--- src/logic/frm_defines.svh ---
// constants and rule summary for the replay and mail block
//
// Contract
// Mark word and enter replay when valid
// Replay ends on edge with hold low
// Replay needs two reads past mark
// Replay edge reloads first marked word
// Replay loops repeat while mode active
// Controller holds replay low at exit
// Current pointer drives valid and near-empty
// Shadow pointer frozen, drives write flags
// Near-full falls at limit from mark
// Space flag falls on full write
// Replay loads pointer, valid updates immediately
// Near-empty rises within two edges after
// Exit moves write flags to current pointer
// Write-flag rise takes two port-A edges
// Two mail registers, select picks path
// Port A write loads mail one
// Port B write loads mail two
// Write drops full flag, blocks rewrite
// Port B mux, port A mail two
// Port B mail read frees mail one
// Port A mail read frees mail two
// Mail contents kept until rewritten
// Invalid output ignores reads, keeps word
// Near-full low at count limit
// Replay request ignored outside replay
`ifndef FRM_DEFINES_SVH
`define FRM_DEFINES_SVH
// flag values after reset
`define FRM_RST_MAIL_FULL_N  1'b1
`define FRM_RST_SPACE_AVAIL  1'b1
`define FRM_RST_NEAR_FULL_N  1'b1
`define FRM_RST_NEAR_EMPTY_N 1'b0
`define FRM_RST_OUT_VALID    1'b0
// reads needed past the marked word before a replay
`define FRM_MIN_READS_PAST   2'h2
`endif

--- src/logic/frm_pkg.sv ---
// shared types for the replay and mail block
package frm_pkg;
  // control pins of one port, sampled together
  typedef struct packed {
    logic clk;
    logic chip_sel_n;
    logic write_not_read;
    logic enable;
    logic mail_sel;
  } frm_port_ctl_t;
  // replay pins of port b
  typedef struct packed {
    logic hold;
    logic from_mark;
  } frm_replay_ctl_t;
endpackage

--- src/logic/frm_top.sv ---
// replay control, flags and mail registers of a 1024x36 port fifo
`timescale 1ns/100ps
`default_nettype none
`include "frm_defines.svh"
module frm_top #(
  parameter int AW = 10,  // fifo address width, 1024 words
  parameter int DW = 36   // word width
) (
  // system clock and reset
  input  wire  logic          CLK_I,
  input  wire  logic          RST_B_I,
  // port a pins
  input  wire  frm_pkg::frm_port_ctl_t PORT_A_CTL_I,
  input  wire  logic [DW-1:0] PORT_A_DATA_BUS_I,
  output logic [DW-1:0]       PORT_A_DATA_BUS_O,
  output logic                PORT_A_DATA_BUS_OE_O,
  output logic                IN_SPACE_AVAIL_O,
  output logic                NEAR_FULL_N_O,
  output logic                MAIL_TWO_FULL_N_O,
  // port b pins
  input  wire  frm_pkg::frm_port_ctl_t PORT_B_CTL_I,
  input  wire  frm_pkg::frm_replay_ctl_t PORT_B_REPLAY_I,
  input  wire  logic [DW-1:0] PORT_B_DATA_BUS_I,
  output logic [DW-1:0]       PORT_B_DATA_BUS_O,
  output logic                PORT_B_DATA_BUS_OE_O,
  output logic                OUT_WORD_VALID_O,
  output logic                NEAR_EMPTY_N_O,
  output logic                MAIL_ONE_FULL_N_O,
  // flag offsets from the offset logic
  input  wire  logic [AW-1:0] NEAR_EMPTY_OFS_I,
  input  wire  logic [AW-1:0] NEAR_FULL_OFS_I,
  // fifo core array
  output logic                FIFO_WR_O,
  output logic [AW-1:0]       FIFO_WR_ADDR_O,
  output logic [DW-1:0]       FIFO_WR_DATA_O,
  output logic [AW-1:0]       FIFO_RD_ADDR_O,
  input  wire  logic [DW-1:0] FIFO_RD_DATA_I
);

  initial begin
    if (AW < 2 || AW > 16 || DW < 1) begin
      $error("frm_top: unsupported width or depth");
    end
  end

  // two-stage synchronisers for every port pin, third stage only for clock edges
  frm_pkg::frm_port_ctl_t   a_s1, a_s2, b_s1, b_s2;
  frm_pkg::frm_replay_ctl_t r_s1, r_s2;
  logic [DW-1:0]            ad_s1, ad_s2, bd_s1, bd_s2;
  logic                     a_clk_d, b_clk_d;     // previous synced clock levels

  always_ff @(posedge CLK_I) begin
    a_s1  <= PORT_A_CTL_I;
    a_s2  <= a_s1;
    b_s1  <= PORT_B_CTL_I;
    b_s2  <= b_s1;
    r_s1  <= PORT_B_REPLAY_I;
    r_s2  <= r_s1;
    ad_s1 <= PORT_A_DATA_BUS_I;
    ad_s2 <= ad_s1;
    bd_s1 <= PORT_B_DATA_BUS_I;
    bd_s2 <= bd_s1;
    a_clk_d <= a_s2.clk;
    b_clk_d <= b_s2.clk;
  end

  // port clock rising edges as one-cycle strobes
  wire a_edge = a_s2.clk & ~a_clk_d;
  wire b_edge = b_s2.clk & ~b_clk_d;

  // port access decode, shared by both ports
  function automatic logic acc(input frm_pkg::frm_port_ctl_t c, input logic wr,
                               input logic mail);
    acc = ~c.chip_sel_n & c.enable & (c.write_not_read == wr) & (c.mail_sel == mail);
  endfunction

  // state
  logic [AW:0]   wptr;           // write pointer, one extra wrap bit
  logic [AW:0]   wptr_seen;      // write pointer one cycle late, word already in the array
  logic [AW:0]   rptr;           // current read pointer, next word to load
  logic [AW:0]   out_ptr;        // location of the word in the output register
  logic [AW:0]   shadow;         // frozen location of the marked word
  logic          replay;         // replay mode active
  logic [1:0]    reads_past;     // reads since the mark, saturating
  logic          out_valid;      // output register holds a new word
  logic [DW-1:0] out_word;       // fifo output register
  logic [DW-1:0] mail_a_to_b;    // mail register one
  logic [DW-1:0] mail_b_to_a;    // mail register two
  logic          mail_one_full_n;
  logic          mail_two_full_n;
  logic          space_avail;    // write-side flags, port a edges only
  logic          space_s;
  logic          near_full_n;
  logic          near_full_s;
  logic          near_empty_n;   // read-side flag, port b edges only
  logic          near_empty_s;

  // port a requests
  wire a_fifo_wr = a_edge & acc(a_s2, 1'b1, 1'b0) & space_avail;
  wire a_mail_wr = a_edge & acc(a_s2, 1'b1, 1'b1) & mail_one_full_n;
  wire a_mail_rd = a_edge & acc(a_s2, 1'b0, 1'b1);
  // port b requests
  wire b_fifo_rd = b_edge & acc(b_s2, 1'b0, 1'b0) & out_valid;
  wire b_mail_wr = b_edge & acc(b_s2, 1'b1, 1'b1) & mail_two_full_n;
  wire b_mail_rd = b_edge & acc(b_s2, 1'b0, 1'b1);

  // replay mode control
  wire rp_enter = b_edge & ~replay & r_s2.hold & out_valid;
  wire rp_exit  = b_edge & replay & ~r_s2.hold;
  // the controller keeps from_mark low at exit; a high one then is not honoured
  wire rp_go    = b_edge & replay & r_s2.hold & r_s2.from_mark
                  & (reads_past == `FRM_MIN_READS_PAST);

  // pointer seen by the write-side flags: shadow in replay, current otherwise
  wire [AW:0] wr_base   = replay ? shadow : out_ptr + {{AW{1'b0}}, out_valid};
  wire [AW:0] wptr_next = wptr + {{AW{1'b0}}, a_fifo_wr};
  wire [AW:0] wr_count  = wptr_next - wr_base;
  wire [AW:0] depth     = {1'b1, {AW{1'b0}}};
  wire [AW:0] nf_limit  = depth - {1'b0, NEAR_FULL_OFS_I};
  wire        space_raw = wr_count < depth;
  wire        nf_raw    = wr_count < nf_limit;

  // words waiting in the array and count seen by the near-empty flag
  wire [AW:0] rd_base  = rp_go ? shadow + {{AW{1'b0}}, 1'b1} : rptr;
  // the array takes a word one cycle after wptr steps, so the read side uses the late copy
  wire        can_load = wptr_seen != rd_base;
  // loads only on port b edges, so a word never falls through between edges
  wire        load     = ~rp_go & can_load & b_edge & (b_fifo_rd | ~out_valid);
  wire [AW:0] rd_count = wptr_seen - rptr + {{AW{1'b0}}, out_valid};
  wire        ne_raw   = rd_count > {1'b0, NEAR_EMPTY_OFS_I};

  // array address: the marked word on a replay edge, else the next word
  assign FIFO_RD_ADDR_O = rp_go ? shadow[AW-1:0] : rptr[AW-1:0];

  // replay mode and pointers, all stepped on port b edges
  always_ff @(posedge CLK_I) begin
    if (!RST_B_I) begin
      replay     <= 1'b0;
      shadow     <= '0;
      reads_past <= 2'h0;
      rptr       <= '0;
      out_ptr    <= '0;
      out_valid  <= `FRM_RST_OUT_VALID;
      out_word   <= '0;
    end else begin
      if (rp_enter) begin
        replay     <= 1'b1;
        shadow     <= out_ptr;
        reads_past <= 2'h0;
      end else if (rp_exit) begin
        replay <= 1'b0;
      end
      if (rp_go) begin
        // marked word back in the output register, reads may follow at once
        out_word   <= FIFO_RD_DATA_I;
        out_ptr    <= shadow;
        rptr       <= shadow + {{AW{1'b0}}, 1'b1};
        out_valid  <= 1'b1;
        reads_past <= 2'h0;
      end else if (load) begin
        // each shift into the output register steps the current pointer
        out_word  <= FIFO_RD_DATA_I;
        out_ptr   <= rptr;
        rptr      <= rptr + {{AW{1'b0}}, 1'b1};
        out_valid <= 1'b1;
        if (b_fifo_rd && reads_past != `FRM_MIN_READS_PAST) begin
          reads_past <= reads_past + 2'h1;
        end
      end else if (b_fifo_rd) begin
        out_valid <= 1'b0;  // read drained the last word
        if (reads_past != `FRM_MIN_READS_PAST) begin
          reads_past <= reads_past + 2'h1;
        end
      end
    end
  end

  // near-empty: falls on the edge, rises after two port b edges
  always_ff @(posedge CLK_I) begin
    if (!RST_B_I) begin
      near_empty_n <= `FRM_RST_NEAR_EMPTY_N;
      near_empty_s <= 1'b0;
    end else if (b_edge) begin
      near_empty_s <= ne_raw;
      near_empty_n <= ne_raw & near_empty_s;
    end
  end

  // write-side flags: fall on the write, rise only after two port a edges
  always_ff @(posedge CLK_I) begin
    if (!RST_B_I) begin
      space_avail <= `FRM_RST_SPACE_AVAIL;
      space_s     <= 1'b1;
      near_full_n <= `FRM_RST_NEAR_FULL_N;
      near_full_s <= 1'b1;
    end else if (a_edge) begin
      space_s     <= space_raw;
      space_avail <= space_raw & space_s;
      near_full_s <= nf_raw;
      near_full_n <= nf_raw & near_full_s;
    end
  end

  // fifo writes to the core, registered strobe with address and data
  always_ff @(posedge CLK_I) begin
    if (!RST_B_I) begin
      wptr           <= '0;
      wptr_seen      <= '0;
      FIFO_WR_O      <= 1'b0;
      FIFO_WR_ADDR_O <= '0;
      FIFO_WR_DATA_O <= '0;
    end else begin
      FIFO_WR_O <= a_fifo_wr;  // writes go on during replay
      wptr_seen <= wptr;
      if (a_fifo_wr) begin
        FIFO_WR_ADDR_O <= wptr[AW-1:0];
        FIFO_WR_DATA_O <= ad_s2;
        wptr           <= wptr_next;
      end
    end
  end

  // mail registers keep data until rewritten; a write beats a free
  always_ff @(posedge CLK_I) begin
    if (!RST_B_I) begin
      mail_one_full_n <= `FRM_RST_MAIL_FULL_N;
      mail_two_full_n <= `FRM_RST_MAIL_FULL_N;
    end else begin
      if (b_mail_rd) begin
        mail_one_full_n <= 1'b1;
      end
      if (a_mail_wr) begin
        mail_one_full_n <= 1'b0;
      end
      if (a_mail_rd) begin
        mail_two_full_n <= 1'b1;
      end
      if (b_mail_wr) begin
        mail_two_full_n <= 1'b0;
      end
    end
  end

  // mail data has no reset; it only changes on an accepted write
  always_ff @(posedge CLK_I) begin
    if (a_mail_wr) begin
      mail_a_to_b <= ad_s2;
    end
    if (b_mail_wr) begin
      mail_b_to_a <= bd_s2;
    end
  end

  // data outputs from flops; port b picks the fifo or mail one
  always_ff @(posedge CLK_I) begin
    if (!RST_B_I) begin
      PORT_A_DATA_BUS_O <= '0;
      PORT_B_DATA_BUS_O <= '0;
    end else begin
      PORT_A_DATA_BUS_O <= mail_b_to_a;
      PORT_B_DATA_BUS_O <= b_s2.mail_sel ? mail_a_to_b : out_word;
    end
  end

  // drivers on while the port is selected for reading
  assign PORT_A_DATA_BUS_OE_O = ~a_s2.chip_sel_n & ~a_s2.write_not_read;
  assign PORT_B_DATA_BUS_OE_O = ~b_s2.chip_sel_n & ~b_s2.write_not_read;
  // flags
  assign IN_SPACE_AVAIL_O  = space_avail;
  assign NEAR_FULL_N_O     = near_full_n;
  assign OUT_WORD_VALID_O  = out_valid;
  assign NEAR_EMPTY_N_O    = near_empty_n;
  assign MAIL_ONE_FULL_N_O = mail_one_full_n;
  assign MAIL_TWO_FULL_N_O = mail_two_full_n;

endmodule
`default_nettype wire

--- config.mk ---
export PLATFORM = sky130hd
export DESIGN_NAME = frm_top
export DESIGN_NICKNAME = d
export VERILOG_FILES = /design/src/logic/frm_pkg.sv /design/src/logic/frm_top.sv
export VERILOG_INCLUDE_DIRS = /design/src /design/src/logic
export SDC_FILE = /design/constraint.sdc
export NUM_CORES = 1
export LEC_CHECK = 0
export ABC_AREA = 0
export BUFFER_PORTS_ARGS = -buffer_cell sky130_fd_sc_hd__buf_4
export CAP_MARGIN = 20
export CORE_UTILIZATION = 40
export CTS_CLUSTER_DIAMETER = 60
export DETAILED_ROUTE_END_ITERATION = 8
export SYNTH_ARGS = -nofsm -noshare
export SYNTH_HDL_FRONTEND = slang
export SYNTH_SLANG_ARGS = --single-unit
export TNS_END_PERCENT = 5
--- constraint.sdc ---
create_clock -name CLK_I -period 9.45 [get_ports CLK_I]
set_input_delay 0.4725 -clock CLK_I [delete_from_list [all_inputs] [get_ports CLK_I]]
set_output_delay 0.4725 -clock CLK_I [all_outputs]
set_load 0.02 [all_outputs]
==> flow_metrics.py, run 1 <==
metrics = {
    "outcome": {
        "status": "completed",
    },
    "die": {
        "die_w_um": 201,
        "ios": 279,
        "core-area_mm2": 0.0389,
        "die_h_um": 201,
        "num_rows": 72,
        "initial_core_util_pct": 40.9,
        "die-area_mm2": 0.0406,
    },
    "setup_path": {
        "startpoint_type": "register",
        "endpoint_kind": "register",
        "critPathKind": "register to register",
        "path_delay_family": "compound AO/OA/AOI/OAI gates",
        "path_cells": "nand2b_1 -> nor3b_1 -> nand4b_1 -> buf_4 -> inv_2 -> ha_1 -> ha_1 -> ha_1 -> nor2b_1 -> o21ai_0 -> a21boi_0 -> o21ai_0 -> a21oi_1 -> o21ai_0 -> or4b_2 -> o311ai_0 -> ha_1 -> a21o_1 -> a211oi_1 -> o31ai_1 -> o211ai_1",
        "worstPathMaxFanout": 53,
        "path_common_cell": "ha_1",
        "cp.buffers_inverters": 2,
        "crit_arrival_ns": 5.62,
        "crit_required_ns": 9.95,
        "crit_slowest_cell": "or4b_2",
        "slowest_delay_ns": 0.59,
    },
    "synthesis": {
        "ys_ff_latch": 464,
        "syn_inst": 1406,
        "synth_compound_area_share_pct": 10.0,
        "synth_edf_count": 72,
        "synthXorXnorAreaFrac_pct": 3.55,
        "syn_nets": 1609,
        "synth_top_family_by_area": "simple AND/OR/NAND/NOR gates",
        "synth_simple_gate_area_share_pct": 12.5,
        "ys_types": 75,
        "synth-adder-area-share_pct": 4.89,
        "yosys_warnings": 0,
        "ys.flop_type": "dfxtp_1",
        "avgSynthCellArea_um2": 11.3,
        "synthMuxAreaShare_pct": 3.29,
        "yosysSeqAreaShare_pct": 62.9,
        "synthArstFlopShare_pct": 0,
        "mappedNetlistArea_mm2": 0.0159,
    },
    "place": {
        "gp_congestion": 0.859,
        "io_buffers": 278,
        "dp_hpwl_um": 26900,
        "place_inst": 2148,
    },
    "sta": {
        "hold_ws_ns": 0.116,
        "fmax_mhz": 195,
        "period_share_pct": 54.2,
        "finalCriticalPeriod_ns": 5.12,
        "hold_viol_final": 0,
        "rsz0062_at_grt": "no",
        "drv_slew": 0,
        "fin_skew_ns": 0.0167,
        "maxSlewHeadroom_pct": 36.9,
        "setup_viol": 0,
        "setup_tns_ns": 0,
        "worst_pin_slew_ns": 0.947,
    },
    "global_routing": {
        "gr-total-overflow": 0,
        "grt_pass1_wl_um": 63000,
        "gr-usage-met3_pct": 6.69,
        "grt_use_total_pct": 19.7,
        "use_met2_pct": 32.2,
        "antenna_found_initial": 0,
        "grt_max_degree": 94,
        "use_met1_pct": 24.7,
        "grt_pass1_vias": 11284,
        "busiest_layer": "met2",
    },
    "detailed_routing": {
        "drt-total-wl_um": 40100,
        "firstDrtPassIters": 5,
        "drc": 0,
        "via_count": 11143,
        "drt-vias-per-instance": 4.80,
        "wl_per_cell_um": 17.3,
        "drt_iter0_drc": 488,
        "postRouteAntennaNets": 0,
    },
    "pwr": {
        "power_density_mw_per_mm2": 198,
        "vdd_drop_max_v": 0.000172,
        "power_leakage_nw": 8.72,
    },
    "hold_path": {
        "hp-class": "input pin to register",
    },
    "clock_network": {
        "clk_latency_ns": 0.58,
        "htree_levels": 2,
        "postCtsSetupBuffers": 0,
        "cts.path.max_buffers": 3,
        "clock-sinks": 464,
        "clk_pin_slew_ns": 0.06,
        "cts_inserted_buffers": 47,
        "cts-root-buf": "clkbuf_16",
        "cts_tree": "done",
    },
    "final_layout": {
        "diodes": 0,
        "layout_common_cells": "391 x dfxtp_1, 289 x buf_4, 157 x nand2_1",
        "areaGrowthSynthToFinish_pct": 31.4,
        "fin_cells": 2320,
        "nets": 1966,
        "final_common_cell": "dfxtp_1",
        "drive_above_1_share_pct": 21.5,
    },
    "run": {
        "maxCapViolCount": 0,
    },
}
## report_power, final
group          internal [mW]  leakage (nW)  switching, mW
Clock                   1.10         0.771          0.773
Sequential              2.06          3.89         0.0182
Combinational          0.102          4.06         0.0870
## metrics by stage
stage	setup slack (ns)	utilization, %	cell area [µm²]	power, mW
3_5_place_dp	4.35	47.5	18500	2.28
6_report	4.33	53.7	20900	4.14
5_1_grt	3.93	53.7	20900	4.29
4_1_cts	4.31	53.7	20900	4.19
2_1_floorplan	4.64	-	15900	2.19
3_3_place_gp	4.41	47.5	18500	2.28
## flip-flops by register name (all words and copies together) (netlist names), 36 cells and up
signal             cells
mail_a_to_b           36
out_word              36
bd_s2                 36
PORT_A_DATA_BUS_O     36
ad_s2                 36
PORT_B_DATA_BUS_O     36
bd_s1                 36
ad_s1                 36
mail_b_to_a           36
FIFO_WR_DATA_O        36
## final timing paths
kind / end / startpoint / slack (ns) / depth (start not counted)
hold / removal: out_word[21] / FIFO_RD_DATA_I[21] / 0.12 / 2
setup reg to reg: NEAR_FULL_N_O / a_clk_d / 4.33 / 21
setup / recovery: NEAR_FULL_N_O / a_clk_d / 4.33 / 21
hold reg to reg: ad_s2[24] / ad_s1[24] / 0.32 / 0
## cell type report
type                    count  area, µm²
inverters                  48        181
repair buffers            373       3010
flip-flops and latches    464      10000
multi-input cells         829       5480
fillers                  3394      18000
clock buffers              70       1380
well taps                 518        648
clock inverters            18        208
## metal layers
layer	vias up	part of all wire [%]
met5	-	0
met1	5199	43
met4	0	2.2
li1	5552	-
met3	61	8.3
met2	331	46
## cells by family (layout without fill, tap and decap cells)
logic type / count (synthesis) / after routing
AND/OR/NAND/NOR: 417 / 417
flip-flops: 464 / 464
adder cells (fa/ha/maj): 61 / 61
AO/OA/AOI/OAI: 236 / 236
XOR/XNOR: 63 / 63
buffers and inverters: 113 / 509
multiplexers: 52 / 52
## cell usage after synthesis, drive strengths merged (3+ instances only)
| cell type | instances | share of area (%) |
|---|---|---|
| dfxtp | 392 | 49 |
| nand2 | 158 | 3.7 |
| nor2 | 85 | 2.0 |
| a21oi | 82 | 2.6 |
| edfxtp | 72 | 14 |
| ha | 59 | 4.6 |
| and2 | 51 | 2.0 |
| mux2i | 49 | 3.1 |
| inv | 48 | 1.1 |
| clkbuf | 39 | 0.92 |
| o21ai | 39 | 1.2 |
| a22o | 38 | 2.1 |
| xnor2 | 32 | 1.8 |
| xor2 | 30 | 1.7 |
| nand3 | 29 | 0.94 |
| buf | 26 | 0.79 |
| nor2b | 20 | 0.79 |
| nor3 | 17 | 0.53 |
| a21boi | 14 | 0.66 |
| nand4 | 13 | 0.51 |
| or3 | 12 | 0.47 |
| a21o | 9 | 0.42 |
| and3 | 7 | 0.28 |
| o21a | 6 | 0.28 |
| nand2b | 5 | 0.20 |
| nor4 | 5 | 0.20 |
| a2111oi | 4 | 0.26 |
| o211ai | 4 | 0.19 |
| mux2 | 3 | 0.21 |
| o221a | 3 | 0.21 |
| o22ai | 3 | 0.12 |
| o311ai | 3 | 0.17 |
| or2 | 3 | 0.12 |
## timing repair
action	CTS	global route
hold buffers	84	0
gates resized for setup	0	0
hold endpoints to repair	84	0
No activity file was read; power rests on OpenSTA's default activity.
==> inputs of run 2 (changes only) <==
==> constraint.sdc (replaced) <==
create_clock -name CLK_I -period 4.1 [get_ports CLK_I]
set_input_delay 0.205 -clock CLK_I [delete_from_list [all_inputs] [get_ports CLK_I]]
set_output_delay 0.205 -clock CLK_I [all_outputs]
set_load 0.02 [all_outputs]
==> flow_metrics.py, run 2 (same netlist as run 1, synthesis figures left out) <==
metrics = {
    "sta": {
        "worst_pin_slew_ns": 0.854,
        "fmax_mhz": 255,
        "period_share_pct": 95.8,
        "setup_tns_ns": 0,
        "fin_ws_ns": 0.172,
        "hold_viol_final": 0,
        "finalCriticalPeriod_ns": 3.93,
        "maxSlewHeadroom_pct": 43.0,
        "hold_ws_ns": 0.232,
        "fin_skew_ns": 0.0105,
        "setup_viol": 0,
        "drv_slew": 0,
    },
    "pwr": {
        "clkPwrFrac_pct": 46.7,
        "p_sw_share_pct": 20.9,
        "p_seq_share_pct": 48.5,
        "p_int_mw": 7.81,
        "power_mw": 9.88,
        "power_leakage_nw": 9.09,
        "combinationalPowerShare_pct": 4.9,
        "vdd_drop_max_v": 0.000424,
        "power_density_mw_per_mm2": 454,
        "p_sw_mw": 2.07,
    },
    "detailed_routing": {
        "drt-total-wl_um": 41000,
        "drt_iter0_drc": 597,
        "firstDrtPassIters": 5,
        "drc": 0,
        "via_count": 11371,
        "drt-vias-per-instance": 4.78,
        "postRouteAntennaNets": 0,
        "wl_per_cell_um": 17.2,
    },
    "place": {
        "pre_cts_ws_ns": 0.110,
        "place_inst": 2160,
        "dp_hpwl_um": 27600,
        "gp_congestion": 0.882,
        "io_buffers": 278,
    },
    "setup_path": {
        "worst-r2r-setup-slack_ns": 0.17,
        "cp.buffers_inverters": 2,
        "startpoint_type": "register",
        "endpoint_kind": "register",
        "path_delay_family": "simple AND/OR/NAND/NOR gates",
        "timing.rr.end": "NEAR_FULL_N_O",
        "path_cells": "nand2b_4 -> nor3b_4 -> nand4b_1 -> inv_2 -> ha_4 -> nand3_4 -> nor2_4 -> and3_4 -> xor2_1 -> ha_2 -> or3_1 -> a311o_1 -> a41oi_2 -> xnor2_2 -> inv_2 -> ha_4 -> o311ai_1 -> o31ai_1 -> o211ai_1",
        "ff2ff_path_depth": 19,
        "crit_slowest_cell": "a311o_1",
        "critPathKind": "register to register",
        "slowest_delay_ns": 0.38,
        "crit_arrival_ns": 4.34,
        "crit_required_ns": 4.51,
        "worstPathMaxFanout": 4,
        "r2r_start": "a_clk_d",
    },
    "clock_network": {
        "htree_levels": 2,
        "cts_tree": "done",
        "clk_latency_ns": 0.57,
        "cts.path.max_buffers": 3,
        "cts_inserted_buffers": 49,
        "cts-root-buf": "clkbuf_16",
        "clk_pin_slew_ns": 0.06,
        "clock-sinks": 464,
    },
    "die": {
        "die_h_um": 201,
        "ios": 279,
        "die_w_um": 201,
        "num_rows": 72,
        "core-area_mm2": 0.0389,
        "initial_core_util_pct": 40.9,
        "die-area_mm2": 0.0406,
    },
    "global_routing": {
        "grt_max_degree": 93,
        "antenna_found_initial": 0,
        "gr-total-overflow": 0,
        "grt_pass1_wl_um": 63700,
        "grt_use_total_pct": 20.1,
        "grt_pass1_vias": 11618,
    },
    "hold_path": {
        "hp-class": "input pin to register",
        "min_path_cells": 3,
        "worstHoldEndpoint": "rptr[10]",
        "hp-start": "RST_B_I",
    },
    "final_layout": {
        "drive_above_1_share_pct": 23.6,
        "areaGrowthSynthToFinish_pct": 36.8,
        "final_common_cell": "dfxtp_1",
        "layout_common_cells": "390 x dfxtp_1, 306 x buf_4, 157 x nand2_1",
        "diodes": 0,
        "nets": 2023,
        "fin_cells": 2379,
    },
    "run": {
        "maxCapViolCount": 0,
    },
    "outcome": {
        "status": "completed",
    },
}
==> run 2: worst max-delay path by stage <==
stage | startpoint | endpoint | slack, ns | cells past startpoint
2_1_floorplan | a_clk_d | NEAR_FULL_N_O | -0.001 | 22
3_5_place_dp | a_s2[4] | NEAR_FULL_N_O | 0.11 | 19
6_report | a_clk_d | NEAR_FULL_N_O | 0.17 | 19
3_3_place_gp | a_s2[4] | NEAR_FULL_N_O | 0.19 | 19
5_1_grt | a_clk_d | near_full_s | -0.01 | 19
4_1_cts | a_s2[4] | NEAR_FULL_N_O | 0.09 | 19
==> run 2: through the flow <==
step,area [µm²],util (%)
after floorplan,16100,-
after global placement,18700,48.1
after detailed placement,18700,48.1
after CTS,21700,55.7
after global routing,21800,55.9
final,21800,55.9
==> run 2: per-layer routing <==
layer | global-route usage, % | up-vias | share of wire, %
met5 | 0 | - | 0
met4 | 7.17 | 0 | 2.7
met3 | 6.27 | 55 | 7.2
met2 | 33.0 | 294 | 46
met1 | 24.7 | 5356 | 44
li1 | - | 5666 | -
==> run 2: repair_timing <==
action                                  in CTS  in global routing
endpoints found under the setup margin       0                  2
hold buffers                               120                  0
buffers inserted                             0                  7
resized for setup                            0                 10
hold endpoints to repair                   120                  0
==> run 2: worst register-to-register path, cell delays in order (launching register included) <==
cell      delay (ns)
dfxtp_1         0.30
nand2b_4        0.14
nor3b_4         0.19
nand4b_1        0.16
inv_2           0.12
ha_4            0.16
nand3_4         0.10
nor2_4          0.15
and3_4          0.22
xor2_1          0.07
ha_2            0.21
or3_1           0.35
a311o_1         0.38
a41oi_2         0.19
xnor2_2         0.15
inv_2           0.08
ha_4            0.27
o311ai_1        0.08
o31ai_1         0.32
o211ai_1        0.12
==> run 2: layout make-up <==
class                      instances  area (µm²)
tap                              518         648
clock inverter                    15         196
timing repair buffer             428        3540
sequential                       464       10000
inverter                          48         181
multi-input combinational        829        5650
fill                            3336       17200
clock buffer                      77        1540
==> run 2: power by group through the flow <==
stage / combinational [mW] / sequential, mW / clock, mW
6_report: 0.480 / 4.79 / 4.61
5_1_grt: 0.518 / 4.80 / 4.92
4_1_cts: 0.479 / 4.79 / 4.71
3_5_place_dp: 0.381 / 4.89 / 0
3_3_place_gp: 0.378 / 4.88 / 0
2_1_floorplan: 0.145 / 4.91 / 0
==> inputs of run 3 (changes only) <==
--- a/config.mk
+++ b/config.mk
@@ -7,11 +7,12 @@
 export NUM_CORES = 1
 export LEC_CHECK = 0
 export ABC_AREA = 0
-export BUFFER_PORTS_ARGS = -buffer_cell sky130_fd_sc_hd__buf_4
+export BUFFER_PORTS_ARGS = -buffer_cell sky130_fd_sc_hd__buf_2
 export CAP_MARGIN = 20
 export CORE_UTILIZATION = 40
 export CTS_CLUSTER_DIAMETER = 60
 export DETAILED_ROUTE_END_ITERATION = 8
+export REMOVE_ABC_BUFFERS = 1
 export SYNTH_ARGS = -nofsm -noshare
 export SYNTH_HDL_FRONTEND = slang
 export SYNTH_SLANG_ARGS = --single-unit
==> flow_metrics.py, run 3 (same netlist as run 1, synthesis figures left out) <==
metrics = {
    "detailed_routing": {
        "drt_iter0_drc": 504,
        "met2_length_um": 20100,
        "drt-vias-per-instance": 4.82,
        "firstDrtPassIters": 7,
        "route.met3.wl_um": 2360,
        "met1_length_um": 17400,
        "postRouteAntennaNets": 0,
        "via_count": 11747,
        "drt-total-wl_um": 41300,
        "drc": 0,
        "top_layer": "met4",
        "wl_per_cell_um": 16.9,
    },
    "final_layout": {
        "layout_common_cells": "390 x dfxtp_1, 278 x buf_2, 156 x nand2_1",
        "final_common_cell": "dfxtp_1",
        "nets": 2080,
        "fin_cells": 2437,
        "areaGrowthSynthToFinish_pct": 34.7,
        "drive_above_1_share_pct": 25.8,
        "fill_cells": 3435,
    },
    "setup_path": {
        "cp.buffers_inverters": 1,
        "path_cells": "nand2b_4 -> nor3b_4 -> nand4b_1 -> inv_2 -> ha_4 -> ha_4 -> ha_4 -> nor2b_2 -> o21ai_2 -> a21boi_1 -> o21ai_2 -> a21oi_1 -> o21ai_1 -> or4b_4 -> o311ai_4 -> ha_1 -> a21o_1 -> a211oi_2 -> o31ai_2 -> o211ai_1",
        "path_delay_family": "compound AO/OA/AOI/OAI gates",
        "path_common_cell": "ha_4",
        "crit_required_ns": 4.60,
        "endpoint_kind": "register",
        "worstPathMaxFanout": 2,
        "slowest_delay_ns": 0.50,
        "critPathKind": "register to register",
        "crit_arrival_ns": 4.49,
        "startpoint_type": "register",
        "crit_slowest_cell": "or4b_4",
    },
    "sta": {
        "worst_pin_slew_ns": 0.826,
        "rsz0062_at_grt": "yes",
        "setup_viol": 0,
        "fin_skew_ns": 0.0160,
        "setup_tns_ns": 0,
        "maxSlewHeadroom_pct": 44.9,
        "fin_ws_ns": 0.101,
        "fmax_mhz": 250,
        "finalCriticalPeriod_ns": 4.00,
        "period_share_pct": 97.5,
        "hold_viol_final": 0,
        "drv_slew": 0,
    },
    "clock_network": {
        "cts_tree": "done",
        "clock-sinks": 464,
        "cts.path.max_buffers": 3,
        "cts-root-buf": "clkbuf_16",
        "cts_inserted_buffers": 49,
        "clk_pin_slew_ns": 0.06,
        "htree_levels": 2,
        "clk_latency_ns": 0.58,
    },
    "die": {
        "initial_core_util_pct": 40.9,
        "die_w_um": 201,
        "core-area_mm2": 0.0389,
        "ios": 279,
        "num_rows": 72,
        "die_h_um": 201,
        "die-area_mm2": 0.0406,
    },
    "hold_path": {
        "hp-class": "input pin to register",
    },
    "outcome": {
        "status": "completed",
    },
    "global_routing": {
        "antenna_found_initial": 1,
        "gr-total-overflow": 0,
        "grt_use_total_pct": 20.2,
        "grt_pass1_vias": 12131,
        "grt_max_degree": 68,
        "grt_pass1_wl_um": 64500,
    },
    "pwr": {
        "power_leakage_nw": 9.21,
        "power_density_mw_per_mm2": 456,
        "vdd_drop_max_v": 0.000407,
    },
    "place": {
        "place_inst": 2192,
        "gp_congestion": 0.909,
        "pre_cts_ws_ns": -0.494,
        "dp_hpwl_um": 26900,
        "io_buffers": 278,
    },
    "run": {
        "maxCapViolCount": 0,
    },
}
==> run 3: cell count changes in the layout (fill, tap and decap cells not counted), sizes merged, moves of 2 or more <==
cell      delta
clkinv       +4
buf         +56
bufinv       +2
clkbuf      -10
inv          +2
clkinvlp     +2
==> run 3: final timing paths <==
path,cells after the start,slack [ns],to,from
worst max-delay path,20,0.10,NEAR_FULL_N_O,a_clk_d
worst max register to register,20,0.10,NEAR_FULL_N_O,a_clk_d
worst min-delay path,3,0.18,near_full_s,RST_B_I
worst min register to register,0,0.32,bd_s2[21],bd_s1[21]
==> run 3: routing by layer <==
metal / global-route usage (%) / up-vias
met5: 0 / -
met4: 9.06 / 0
met3: 4.49 / 91
met2: 34.5 / 310
met1: 24.4 / 5553
li1: - / 5793
==> run 3: area by class of cell <==
type / instances / area (µm²) / area share [%]
Tap cell: 518 / 648 / 3.02
Clock buffer: 67 / 1380 / 6.45
Antenna cell: 1 / 2.50 / 0.0117
Sequential cell: 464 / 10000 / 46.7
Clock inverter: 25 / 313 / 1.46
Timing Repair Buffer: 484 / 3250 / 15.2
Multi-Input combinational cell: 830 / 5650 / 26.3
Inverter: 48 / 181 / 0.846
==> run 3: metrics by stage <==
stage	power (mW)	cell area (µm²)	hold slack (ns)	utilization, %
after floorplan	5.03	15600	0.233	-
after global placement	5.21	18100	0.307	46.6
after detailed placement	5.22	18100	0.309	46.6
after CTS	9.88	21200	0.174	54.6
after global routing	10.1	21400	0.200	55.1
final	9.78	21400	0.179	55.1
==> run 3: repair_timing <==
| item | CTS | global route |
|---|---|---|
| gates cloned | 1 | 0 |
| hold buffers | 120 | 0 |
| endpoints found under the hold margin | 120 | 0 |
| pin swaps | 8 | 19 |
| setup endpoints to repair | 2 | 41 |
| resized for setup | 12 | 29 |
| setup buffers | 24 | 7 |
==> run 3: report_power, final <==
part           switching, mW  internal, mW
Clock                   1.84          2.71
Combinational          0.216         0.225
Sequential            0.0411          4.74
==> run 3: worst reg2reg max path: stages, from the launching register on <==
cell and delay [ns]:
dfxtp_1 0.29, nand2b_4 0.15, nor3b_4 0.22, nand4b_1 0.16, inv_2 0.11, ha_4 0.15
ha_4 0.22, ha_4 0.23, nor2b_2 0.15, o21ai_2 0.13, a21boi_1 0.11, o21ai_2 0.16
a21oi_1 0.10, o21ai_1 0.19, or4b_4 0.50, o311ai_4 0.10, ha_1 0.29, a21o_1 0.19
a211oi_2 0.20, o31ai_2 0.11, o211ai_1 0.17
